--- config.mk ---
export PLATFORM = sky130hd
export DESIGN_NAME = pmid_identity_bank
export DESIGN_NICKNAME = d
export VERILOG_FILES = /design/src/rtl/pmid_pkg.sv /design/src/rtl/pmid_pin_sync.sv /design/src/rtl/pmid_reply.sv /design/src/rtl/pmid_identity_bank.sv
export VERILOG_INCLUDE_DIRS = /design/src /design/src/rtl
export SDC_FILE = /design/constraint.sdc
export NUM_CORES = 1
export LEC_CHECK = 0
export BUFFER_PORTS_ARGS = -buffer_cell sky130_fd_sc_hd__buf_2
export CORE_MARGIN = 1
export CORE_UTILIZATION = 59
export DETAILED_ROUTE_END_ITERATION = 6
export PLACE_DENSITY = 0.86
export SYNTH_ARGS = -nofsm -noshare
export SYNTH_HDL_FRONTEND = slang
export SYNTH_SLANG_ARGS = --single-unit
export TNS_END_PERCENT = 10
--- constraint.sdc ---
create_clock -name clk -period 3.1 [get_ports clk]
set_input_delay 0.31 -clock clk [delete_from_list [all_inputs] [get_ports clk]]
set_output_delay 0.31 -clock clk [all_outputs]
set_load 0.02 [all_outputs]
--- src/rtl/pmid_regs.svh ---
// Purpose : Command codes, byte counts and field positions of the
//           identity command bank.
// Assumes : Included by bare name from every design file that needs it.
// Notes   : Definitions only.
`ifndef PMID_REGS_SVH
`define PMID_REGS_SVH

////////////////////////////////////////////////////////////////////////
// Command codes
`define PMID_CMD_MAKER_REV     8'h9B
`define PMID_CMD_CHIP_ID       8'hAD
`define PMID_CMD_SI_REV        8'hAE
`define PMID_CMD_SYS_CFG1      8'hD1

////////////////////////////////////////////////////////////////////////
// Block byte counts and transfer lengths
`define PMID_CHIP_ID_COUNT     8'h06
`define PMID_SI_REV_COUNT      8'h01
`define PMID_MAKER_REV_COUNT   8'h01
`define PMID_WRITE_LEN         3'h2
`define PMID_PAST_END_BYTE     8'hFF

////////////////////////////////////////////////////////////////////////
// Silicon revision byte fields
`define PMID_REV_RSVD_BIT      7
`define PMID_REV_PSV_MSB       6
`define PMID_REV_PSV_LSB       4
`define PMID_REV_DEV_MSB       3
`define PMID_REV_DEV_LSB       0
`define PMID_PSV_WIDTH         3

////////////////////////////////////////////////////////////////////////
// Pin synchroniser depth
`define PMID_SYNC_STAGES       2

`endif

--- src/rtl/pmid_pkg.sv ---
// Purpose : Shared types of the identity command bank.
// Assumes : Transaction kind is decoded by the PMBus link layer.
// Notes   : Enum order is the wire encoding of txn_op (0..3).
package pmid_pkg;

    typedef enum logic [1:0] {
        PMID_OP_WRITE_WORD,
        PMID_OP_READ_WORD,
        PMID_OP_BLOCK_WRITE,
        PMID_OP_BLOCK_READ
    } pmid_op_t;

    typedef enum logic [1:0] {
        PMID_IDLE,
        PMID_WRITE,
        PMID_READ,
        PMID_DRAIN
    } pmid_state_t;

endpackage : pmid_pkg

--- src/rtl/pmid_pin_sync.sv ---
// Purpose : Two-flop synchroniser for a group of pin levels.
// Assumes : Inputs are quasi-static levels from outside the clock domain.
// Notes   : Only the last stage is read outside this module.
`timescale 1ns/1ns
`include "pmid_regs.svh"

module pmid_pin_sync #(
    parameter int WIDTH  = `PMID_PSV_WIDTH,
    parameter int STAGES = `PMID_SYNC_STAGES
) (
    // Clock and reset
    input  wire logic             clk,
    input  wire logic             sys_rst,
    input  wire logic             ce,
    // Levels
    input  wire logic [WIDTH-1:0] pin_in,
    output logic      [WIDTH-1:0] pin_sync
);

    typedef struct packed {
        logic [STAGES-1:0][WIDTH-1:0] stage;
    } pmid_sync_t;

    pmid_sync_t s_q;
    pmid_sync_t s_d;

    if (STAGES < 2 || WIDTH < 1)
    begin : g_bad_param
        $error("pmid_pin_sync: needs two stages and one bit");
    end

    always_comb
    begin
        s_d          = s_q;
        s_d.stage[0] = pin_in;
        for (int i = 1; i < STAGES; i++)
            s_d.stage[i] = s_q.stage[i-1];
    end

    always_ff @(posedge clk or posedge sys_rst)
    begin
        if (sys_rst)
            s_q <= '0;
        else if (ce)
            s_q <= s_d;
    end

    assign pin_sync = s_q.stage[STAGES-1];

endmodule : pmid_pin_sync

--- src/rtl/pmid_reply.sv ---
// Purpose : Selects the byte answered at a given position of a read.
// Assumes : Only supported read commands reach it.
// Notes   : Pure lookup; the caller registers the result.
`timescale 1ns/1ns
`include "pmid_regs.svh"

module pmid_reply (
    // Position in the read
    input  wire logic [7:0]  cmd,
    input  wire logic [2:0]  idx,
    // Sources
    input  wire logic [7:0]  maker_rev,
    input  wire logic [15:0] cfg_word,
    input  wire logic [7:0]  si_rev,
    input  wire logic [47:0] chip_id,
    // Answer
    output logic      [7:0]  reply_byte
);

    always_comb
    begin
        reply_byte = `PMID_PAST_END_BYTE;
        unique case (cmd)
            `PMID_CMD_CHIP_ID:
            begin
                // Count byte first, then the six bytes low byte first
                if (idx == 3'h0)
                    reply_byte = `PMID_CHIP_ID_COUNT;
                else if (idx <= 3'h6)
                    reply_byte = chip_id[8*(idx-3'h1) +: 8];
            end
            `PMID_CMD_SI_REV:
            begin
                if (idx == 3'h0)
                    reply_byte = `PMID_SI_REV_COUNT;
                else if (idx == 3'h1)
                    reply_byte = si_rev;
            end
            `PMID_CMD_MAKER_REV:
            begin
                if (idx == 3'h0)
                    reply_byte = `PMID_MAKER_REV_COUNT;
                else if (idx == 3'h1)
                    reply_byte = maker_rev;
            end
            `PMID_CMD_SYS_CFG1:
            begin
                // Word read: low byte, then high byte, no count
                if (idx == 3'h0)
                    reply_byte = cfg_word[7:0];
                else if (idx == 3'h1)
                    reply_byte = cfg_word[15:8];
            end
            default:
                reply_byte = `PMID_PAST_END_BYTE;
        endcase
    end

endmodule : pmid_reply

--- src/rtl/pmid_identity_bank.sv ---
// Purpose : Identity and configuration commands of a PMBus target port.
// Assumes : A same-clock PMBus link layer decodes each transaction.
// Notes   : Rules of the command bank follow.
// Operation
// - Command ADh answers block read only; any write is refused.
// - Identification block read announces and carries six data bytes.
// - First two identification bytes are the maker code, low byte first.
// - Bytes three to five hold part-number digits; byte six the extension.
// - Command AEh is a read-only block read with count one.
// - Revision bits 3:0 hold the fixed silicon revision number.
// - Revision bit 7 always reads zero.
// - Revision bits 6:4 show the power-stage die identification pins.
// - Command D1h takes a write word and answers a read word.
// - Maker revision byte is block written and read, and saved to NVM.
`timescale 1ns/1ns
`include "pmid_regs.svh"

module pmid_identity_bank #(
    // Arbitrary neutral values, not any real maker or part
    parameter logic [15:0] MAKER_CODE  = 16'h4B4D,
    parameter logic [23:0] PART_NUMBER = 24'h123456,
    parameter logic [7:0]  PART_EXT    = 8'h00,
    parameter logic [3:0]  DEV_REV     = 4'h0
) (
    // Clock and reset
    input  wire logic                           clk,
    input  wire logic                           sys_rst,
    input  wire logic                           ce,
    // Transaction from the link layer
    input  wire logic                           txn_start,
    input  wire logic [7:0]                     txn_cmd,
    input  wire pmid_pkg::pmid_op_t             txn_op,
    input  wire logic                           txn_stop,
    input  wire logic                           wr_valid,
    input  wire logic [7:0]                     wr_data,
    input  wire logic                           rd_req,
    // Answers to the link layer
    output logic                                rd_valid,
    output logic [7:0]                          rd_data,
    output logic                                txn_nack,
    // Nonvolatile store
    input  wire logic [7:0]                     nvm_rev_init,
    input  wire logic [15:0]                    nvm_cfg_init,
    output logic                                nvm_save_req,
    output logic [7:0]                          nvm_save_data,
    // Power-stage die identification pins
    input  wire logic [`PMID_PSV_WIDTH-1:0]     ps_die_id,
    // Configuration out
    output logic [15:0]                         system_config_word_one,
    output logic                                bank_ready
);

    import pmid_pkg::*;

    ////////////////////////////////////////////////////////////////////
    // State

    typedef struct packed {
        pmid_state_t state;
        logic [7:0]  cmd;
        logic [2:0]  idx;
        logic        wr_over;
        logic [7:0]  wbuf0;
        logic [7:0]  wbuf1;
        logic        loaded;
        logic [7:0]  maker_rev;
        logic [15:0] cfg_word;
        logic        rd_valid;
        logic [7:0]  rd_data;
        logic        nack;
        logic        save_req;
    } pmid_bank_t;

    pmid_bank_t                      s_q;
    pmid_bank_t                      s_d;
    logic [`PMID_PSV_WIDTH-1:0]      power_stage_version;
    logic [7:0]                      si_rev;
    logic [47:0]                     chip_id;
    logic [7:0]                      reply_byte;

    if (MAKER_CODE[7:0] < 8'h20 || MAKER_CODE[7:0] > 8'h7E ||
        MAKER_CODE[15:8] < 8'h20 || MAKER_CODE[15:8] > 8'h7E)
    begin : g_bad_maker
        $error("pmid_identity_bank: maker code must be ASCII");
    end

    ////////////////////////////////////////////////////////////////////
    // Constant answers and the pin-fed revision field

    pmid_pin_sync #(
        .WIDTH  (`PMID_PSV_WIDTH),
        .STAGES (`PMID_SYNC_STAGES)
    ) u_psv_sync (
        .clk      (clk),
        .sys_rst  (sys_rst),
        .ce       (ce),
        .pin_in   (ps_die_id),
        .pin_sync (power_stage_version)
    );

    always_comb
    begin
        si_rev = 8'h00;
        si_rev[`PMID_REV_RSVD_BIT] = 1'b0;
        si_rev[`PMID_REV_PSV_MSB:`PMID_REV_PSV_LSB]
            = power_stage_version;
        si_rev[`PMID_REV_DEV_MSB:`PMID_REV_DEV_LSB] = DEV_REV;
    end

    // Part digits go out first/second digit in the lowest byte
    assign chip_id = {PART_EXT, PART_NUMBER[7:0], PART_NUMBER[15:8],
                      PART_NUMBER[23:16], MAKER_CODE};

    pmid_reply u_reply (
        .cmd        (s_q.cmd),
        .idx        (s_q.idx),
        .maker_rev  (s_q.maker_rev),
        .cfg_word   (s_q.cfg_word),
        .si_rev     (si_rev),
        .chip_id    (chip_id),
        .reply_byte (reply_byte)
    );

    ////////////////////////////////////////////////////////////////////
    // Which command accepts which transaction

    function automatic logic op_ok(input logic [7:0] c,
                                   input pmid_op_t   o);
        logic ok;
        ok = 1'b0;
        unique case (c)
            `PMID_CMD_CHIP_ID,
            `PMID_CMD_SI_REV:
                ok = (o == PMID_OP_BLOCK_READ);
            `PMID_CMD_MAKER_REV:
                ok = (o == PMID_OP_BLOCK_READ) ||
                     (o == PMID_OP_BLOCK_WRITE);
            `PMID_CMD_SYS_CFG1:
                ok = (o == PMID_OP_READ_WORD) ||
                     (o == PMID_OP_WRITE_WORD);
            default:
                ok = 1'b0;
        endcase
        return ok;
    endfunction : op_ok

    ////////////////////////////////////////////////////////////////////
    // Next state

    always_comb
    begin
        s_d          = s_q;
        s_d.rd_valid = 1'b0;
        s_d.nack     = 1'b0;
        s_d.save_req = 1'b0;
        // NVM contents are taken once, after reset has been released
        if (!s_q.loaded)
        begin
            s_d.loaded    = 1'b1;
            s_d.maker_rev = nvm_rev_init;
            s_d.cfg_word  = nvm_cfg_init;
        end
        if (txn_start)
        begin
            // A repeated start abandons whatever was in progress
            s_d.cmd     = txn_cmd;
            s_d.idx     = 3'h0;
            s_d.wr_over = 1'b0;
            if (!op_ok(txn_cmd, txn_op))
            begin
                s_d.nack  = 1'b1;
                s_d.state = PMID_DRAIN;
            end
            else if (txn_op == PMID_OP_BLOCK_READ ||
                     txn_op == PMID_OP_READ_WORD)
                s_d.state = PMID_READ;
            else
                s_d.state = PMID_WRITE;
        end
        else
        begin
            unique case (s_q.state)
                PMID_IDLE:
                    s_d.state = PMID_IDLE;
                PMID_WRITE:
                begin
                    if (wr_valid)
                    begin
                        if (s_q.idx == 3'h0)
                            s_d.wbuf0 = wr_data;
                        else if (s_q.idx == 3'h1)
                            s_d.wbuf1 = wr_data;
                        else
                            s_d.wr_over = 1'b1;
                        if (s_q.idx != 3'h7)
                            s_d.idx = 3'(s_q.idx + 3'h1);
                    end
                    if (txn_stop)
                    begin
                        s_d.state = PMID_IDLE;
                        if (s_q.wr_over || s_q.idx != `PMID_WRITE_LEN)
                            s_d.nack = 1'b1;
                        else if (s_q.cmd == `PMID_CMD_SYS_CFG1)
                            s_d.cfg_word = {s_q.wbuf1, s_q.wbuf0};
                        else if (s_q.wbuf0 == `PMID_MAKER_REV_COUNT)
                        begin
                            s_d.maker_rev = s_q.wbuf1;
                            s_d.save_req  = 1'b1;
                        end
                        else
                            s_d.nack = 1'b1;
                    end
                end
                PMID_READ:
                begin
                    if (rd_req)
                    begin
                        s_d.rd_valid = 1'b1;
                        s_d.rd_data  = reply_byte;
                        if (s_q.idx != 3'h7)
                            s_d.idx = 3'(s_q.idx + 3'h1);
                    end
                    if (txn_stop)
                        s_d.state = PMID_IDLE;
                end
                PMID_DRAIN:
                begin
                    // Refused transaction: bytes are dropped until stop
                    if (txn_stop)
                        s_d.state = PMID_IDLE;
                end
            endcase
        end
    end

    always_ff @(posedge clk or posedge sys_rst)
    begin
        if (sys_rst)
        begin
            s_q          <= '0;
            s_q.state    <= PMID_IDLE;
            s_q.rd_data  <= `PMID_PAST_END_BYTE;
        end
        else if (ce)
            s_q <= s_d;
    end

    assign rd_valid               = s_q.rd_valid;
    assign rd_data                = s_q.rd_data;
    assign txn_nack               = s_q.nack;
    assign nvm_save_req           = s_q.save_req;
    assign nvm_save_data          = s_q.maker_rev;
    assign system_config_word_one = s_q.cfg_word;
    assign bank_ready             = s_q.loaded;

    ////////////////////////////////////////////////////////////////////
    // Assertions

    logic rd_take;
    logic wr_end;
    assign rd_take = ce && !txn_start && s_q.state == PMID_READ && rd_req;
    assign wr_end  = ce && !txn_start && s_q.state == PMID_WRITE &&
                     txn_stop && !s_q.wr_over &&
                     s_q.idx == `PMID_WRITE_LEN;

    AST_CHIP_ID_NO_WRITE: assert property (
        @(posedge clk) disable iff (sys_rst)
        ce && txn_start && txn_cmd == `PMID_CMD_CHIP_ID &&
        txn_op != PMID_OP_BLOCK_READ |=> txn_nack && !rd_valid)
        else $error("write to chip id not refused");

    AST_CHIP_ID_COUNT: assert property (
        @(posedge clk) disable iff (sys_rst)
        rd_take && s_q.cmd == `PMID_CMD_CHIP_ID && s_q.idx == 3'h0
        |=> rd_valid && rd_data == `PMID_CHIP_ID_COUNT)
        else $error("chip id count byte is not six");

    AST_MAKER_LSB_FIRST: assert property (
        @(posedge clk) disable iff (sys_rst)
        rd_take && s_q.cmd == `PMID_CMD_CHIP_ID &&
        (s_q.idx == 3'h1 || s_q.idx == 3'h2) |=> rd_data ==
        ($past(s_q.idx) == 3'h1 ? MAKER_CODE[7:0] : MAKER_CODE[15:8]))
        else $error("maker code bytes out of order");

    AST_PART_DIGITS: assert property (
        @(posedge clk) disable iff (sys_rst)
        rd_take && s_q.cmd == `PMID_CMD_CHIP_ID && s_q.idx == 3'h3
        |=> rd_data == PART_NUMBER[23:16])
        else $error("first part digits wrong");

    AST_SI_REV_COUNT: assert property (
        @(posedge clk) disable iff (sys_rst)
        rd_take && s_q.cmd == `PMID_CMD_SI_REV && s_q.idx == 3'h0
        |=> rd_data == `PMID_SI_REV_COUNT)
        else $error("revision count byte is not one");

    AST_DEV_REV_FIELD: assert property (
        @(posedge clk) disable iff (sys_rst)
        rd_take && s_q.cmd == `PMID_CMD_SI_REV && s_q.idx == 3'h1
        |=> rd_data[`PMID_REV_DEV_MSB:`PMID_REV_DEV_LSB] == DEV_REV)
        else $error("device revision field wrong");

    AST_RSVD_ZERO: assert property (
        @(posedge clk) disable iff (sys_rst)
        rd_take && s_q.cmd == `PMID_CMD_SI_REV && s_q.idx == 3'h1
        |=> !rd_data[`PMID_REV_RSVD_BIT])
        else $error("reserved revision bit set");

    AST_PSV_FROM_PIN: assert property (
        @(posedge clk) disable iff (sys_rst)
        rd_take && s_q.cmd == `PMID_CMD_SI_REV && s_q.idx == 3'h1
        |=> rd_data[`PMID_REV_PSV_MSB:`PMID_REV_PSV_LSB] ==
        $past(power_stage_version))
        else $error("power stage field not from pins");

    AST_CFG_WRITE: assert property (
        @(posedge clk) disable iff (sys_rst)
        wr_end && s_q.cmd == `PMID_CMD_SYS_CFG1 |=>
        system_config_word_one == {$past(s_q.wbuf1), $past(s_q.wbuf0)}
        && !txn_nack)
        else $error("config word write lost");

    AST_MAKER_SAVE: assert property (
        @(posedge clk) disable iff (sys_rst)
        wr_end && s_q.cmd == `PMID_CMD_MAKER_REV &&
        s_q.wbuf0 == `PMID_MAKER_REV_COUNT |=> nvm_save_req &&
        nvm_save_data == $past(s_q.wbuf1))
        else $error("maker revision not saved");

    AST_MAKER_READBACK: assert property (
        @(posedge clk) disable iff (sys_rst)
        rd_take && s_q.cmd == `PMID_CMD_MAKER_REV && s_q.idx == 3'h1
        |=> rd_data == nvm_save_data)
        else $error("maker revision read back wrong");

    COV_CHIP_ID_EXT: cover property (
        @(posedge clk) disable iff (sys_rst)
        rd_take && s_q.cmd == `PMID_CMD_CHIP_ID && s_q.idx == 3'h6);

    COV_MAKER_SAVE: cover property (
        @(posedge clk) disable iff (sys_rst) nvm_save_req);

    COV_REFUSED: cover property (
        @(posedge clk) disable iff (sys_rst) txn_nack);

endmodule : pmid_identity_bank

==> run_results.csv <==
group,metric,value,unit
outcome,status,"finished clean",
placed_design,port_buffers,87,
sta,max_freq,377.4,MHz
grt,grt_pass1_wl,16710,microns
floorplanning,dieArea,7237,sq um
floorplanning,core_area,6495,sq um
floorplanning,start_util,0.6269,
sta,rsz0062_at_grt,"no",
cts,clkSlewWorstSetupHoldPaths,0.08,ns
detailed_routing,drt_iter0_drc,413,
floorplanning,die_h,85.07,microns
layout,synthToLayoutAreaGrowth,11.80,%
synthesis,synth.area.top_cells,"dfrtp_1, mux2_2, buf_4",
floorplanning,fp-row-count,29,
synthesis,synth_edf_count,0,
grt,antenna_found_initial,0,
worst_setup_path,crit_slowest_cell,"ha_1",
synthesis,async_reset_ff_frac,1.000,
floorplanning,die_w,85.07,microns
sta,skew,0.01042,ns
floorplanning,ioPinCount,88,
worst_setup_path,critPathArrivalTime,2.93,ns
worst_setup_path,critPathLaunchType,"flop",
sta,tns,0,ns
cts,cts_sinks,72,
synthesis,synth.top_cell.area_share,0.3934,
grt,first_global_vias,3278,
sta,period_minus_slack,2.650,ns
worst_setup_path,worstSetupEndpointType,"flop",
synthesis,yosysMostFrequentCell,"dfrtp_1",
worst_setup_path,cp_top_family,"simple AND/OR/NAND/NOR gates",
sta,slew-limit-headroom,0.5238,
cts,clockBufferDepth,2,
detailed_routing,wl,10440,microns
worst_setup_path,worstPathCellList,"inv_1 -> ha_1 -> nor2b_1 -> nor2_1 -> nand3_1 -> nand3b_1 -> o32a_1",
sta,finalHoldViolCount,0,
layout,layout.nets,519,
detailed_routing,via_count,3491,
detailed_routing,route.detailed.drc,0,
sta,tightest_slew,0.7143,ns
grt,grt_util_met3,0.04669,
sta,setup_ws,0.4504,ns
grt,grt_use_total,0.3038,
grt,grt_max_degree,34,
power_and_ir_drop,netSwitchingFraction,0.3317,
worst_setup_path,criticalPathCategory,"flop to flop",
synthesis,ys_seq_elements,72,
placed_design,pre_cts_slack,0.5411,ns
cts,tritoncts,"done",
sta,setup_viol,0,
synthesis,yosys_warnings,0,
grt,use_met1,0.4327,
detailed_routing,drt-wirelength-per-cell,19.19,microns
power_and_ir_drop,p_clk_frac,0.316,
grt,grtUsageMet2,0.4604,
power_and_ir_drop,leakage,2.039,nW
power_and_ir_drop,p_per_area,647.4,nW/um^2
cts,clk_latency,0.35,ns
placed_design,dpl.cell_count,527,
power_and_ir_drop,ir_drop,0.0005071,V
worst_setup_path,max_stage_delay,0.66,ns
synthesis,synth_fp_nets,467,
synthesis,yosysUniqueCellTypes,63,
sta,whs,0.1806,ns
cts,cts_root_buffer,"clkbuf_8",
cts,post_cts_buffers,0,
placed_design,place.gp.congestion,0.9466,
worst_hold_path,worstHoldPathType,"input port to flop",
layout,antenna_cells,0,
synthesis,synth_flop_cell,"dfrtp_1",
worst_setup_path,crit_buf_inv,1,
placed_design,dpl.hpwl,7482,microns
synthesis,synth_area,4071,sq um
synthesis,synth_area_leader_cell,"dfrtp_1",
synthesis,syn_area_per_cell,9.930,sq um
sta,fin_crit_sh,0.8547,
power_and_ir_drop,p_switching,977.6,uW
detailed_routing,postRouteAntennaNets,0,
worst_setup_path,cp.required,3.38,ns
layout,nFillCells,470,
grt,grt_overflow_total,0,
layout,fin_cells,544,
worst_setup_path,path_max_fanout,21,
synthesis,ys_seq_area_frac,0.4450,
power_and_ir_drop,p_int,1.969,mW
detailed_routing,avgViaCountPerCell,6.417,
cts,cts.repair.resized,0,
cts,h-tree-depth,3,
synthesis,synth.cells.most_frequent,"dfrtp_1, nand2_1, nor2_1",
flow_run,cap_violations,0,
power_and_ir_drop,combPwrFrac,0.241,
synthesis,syn_inst,410,
grt,busiest_layer,"met2",
detailed_routing,firstDrtPassIters,7,
layout,drive_gt1_frac,0.3298,
sta,slew_viol_final,0,
power_and_ir_drop,p_seq_frac,0.443,
cts,cts_buffers,9,
==> area by class of cell <==
type	instances	area, sq um	share of cell area
Clock buffer	10	137.6	0.03024
Clock inverter	6	115.1	0.02529
Timing Repair Buffer	92	475.5	0.1045
Sequential cell	72	1812	0.3980
Multi-Input combinational cell	279	1886	0.4142
Inverter	8	30.03	0.006597
Tap cell	77	96.34	0.02117
==> power by group through the flow <==
stage	registers (mW)	clock network, mW	logic, mW
2_1_floorplan	1.24	0	0.582
3_3_place_gp	1.30	0	0.665
3_5_place_dp	1.31	0	0.691
4_1_cts	1.30	0.940	0.702
5_1_grt	1.32	0.981	0.780
6_report	1.31	0.932	0.709
==> logic make-up (layout without fill, tap and decap cells) <==
group / Yosys count / count (layout) / synth area share
fa+ha+maj: 5 / 5 / 0.01537
compound gates: 103 / 103 / 0.1709
simple gates: 138 / 138 / 0.1890
mux: 32 / 32 / 0.08574
buf+inv: 59 / 116 / 0.09189
flops: 72 / 72 / 0.4450
xor+xnor: 1 / 1 / 0.002152
==> final timing paths <==
check | start | endpoint | slack (ns) | depth (start not counted)
min in group asynchronous | sys_rst | u_psv_sync.pin_sync[1] | 0.44 | 3
worst min-delay path | txn_cmd[4] | s_q[60] | 0.18 | 3
worst max-delay path | s_q[53] | rd_data[1] | 0.45 | 7
worst max register to register | s_q[53] | rd_data[1] | 0.45 | 7
max in group asynchronous | sys_rst | s_q[46] | 1.94 | 4
worst min register to register | rd_valid | rd_valid | 0.50 | 1
==> metal layers <==
| layer | vias to the layer above | share of wire |
|---|---|---|
| met2 | 206 | 0.46 |
| met1 | 1677 | 0.42 |
| li1 | 1570 | - |
| met3 | 38 | 0.087 |
| met5 | - | 0 |
| met4 | 0 | 0.028 |
==> state kept, by name, indices dropped and copies added (netlist names) <==
| name | flops |
|---|---|
| system_config_word_one | 16 |
| bank_ready | 1 |
| txn_nack | 1 |
| s_q | 30 |
| rd_data | 8 |
| nvm_save_data | 8 |
| u_psv_sync.s_d | 3 |
| rd_valid | 1 |
| u_psv_sync.pin_sync | 3 |
| nvm_save_req | 1 |
==> what timing repair did <==
item | in CTS | in global routing
endpoints found under the setup margin | 0 | 0
endpoints found under the hold margin | 12 | 0
hold buffers | 1 | 0
==> cells in the final DEF (no fill, tap or decap), types with 4 or more instances in the layout <==
cell / Yosys / final
buf_2: 2 / 87
mux2_2: 23 / 23
a22oi_1: 5 / 5
dfstp_2: 8 / 8
a21oi_1: 22 / 22
a211oi_1: 4 / 4
buf_4: 33 / 4
o311ai_0: 5 / 5
o21ai_0: 14 / 14
mux2i_1: 9 / 9
ha_1: 5 / 5
clkbuf_8: 0 / 10
dfrtp_1: 64 / 64
inv_1: 8 / 7
a31oi_1: 9 / 9
nand2b_1: 7 / 7
nor2_1: 34 / 34
o22ai_1: 18 / 18
nor2b_1: 10 / 10
o2bb2ai_1: 8 / 8
nand2_1: 48 / 48
==> stage by stage <==
step	util	power, mW	area (sq um)
3_5_place_dp	0.6604	2.001	4289
5_1_grt	0.7008	3.084	4552
6_report	0.7008	2.947	4552
4_1_cts	0.7008	2.940	4552
3_3_place_gp	0.6604	1.961	4289
2_1_floorplan	-	1.826	4071
==> worst min-delay path: cells and delay by family <==
kind	cells	cell delay, ns
buffers and inverters	1	0.09
AND/OR/NAND/NOR	2	0.10
(Power assumes the default switching activity.)
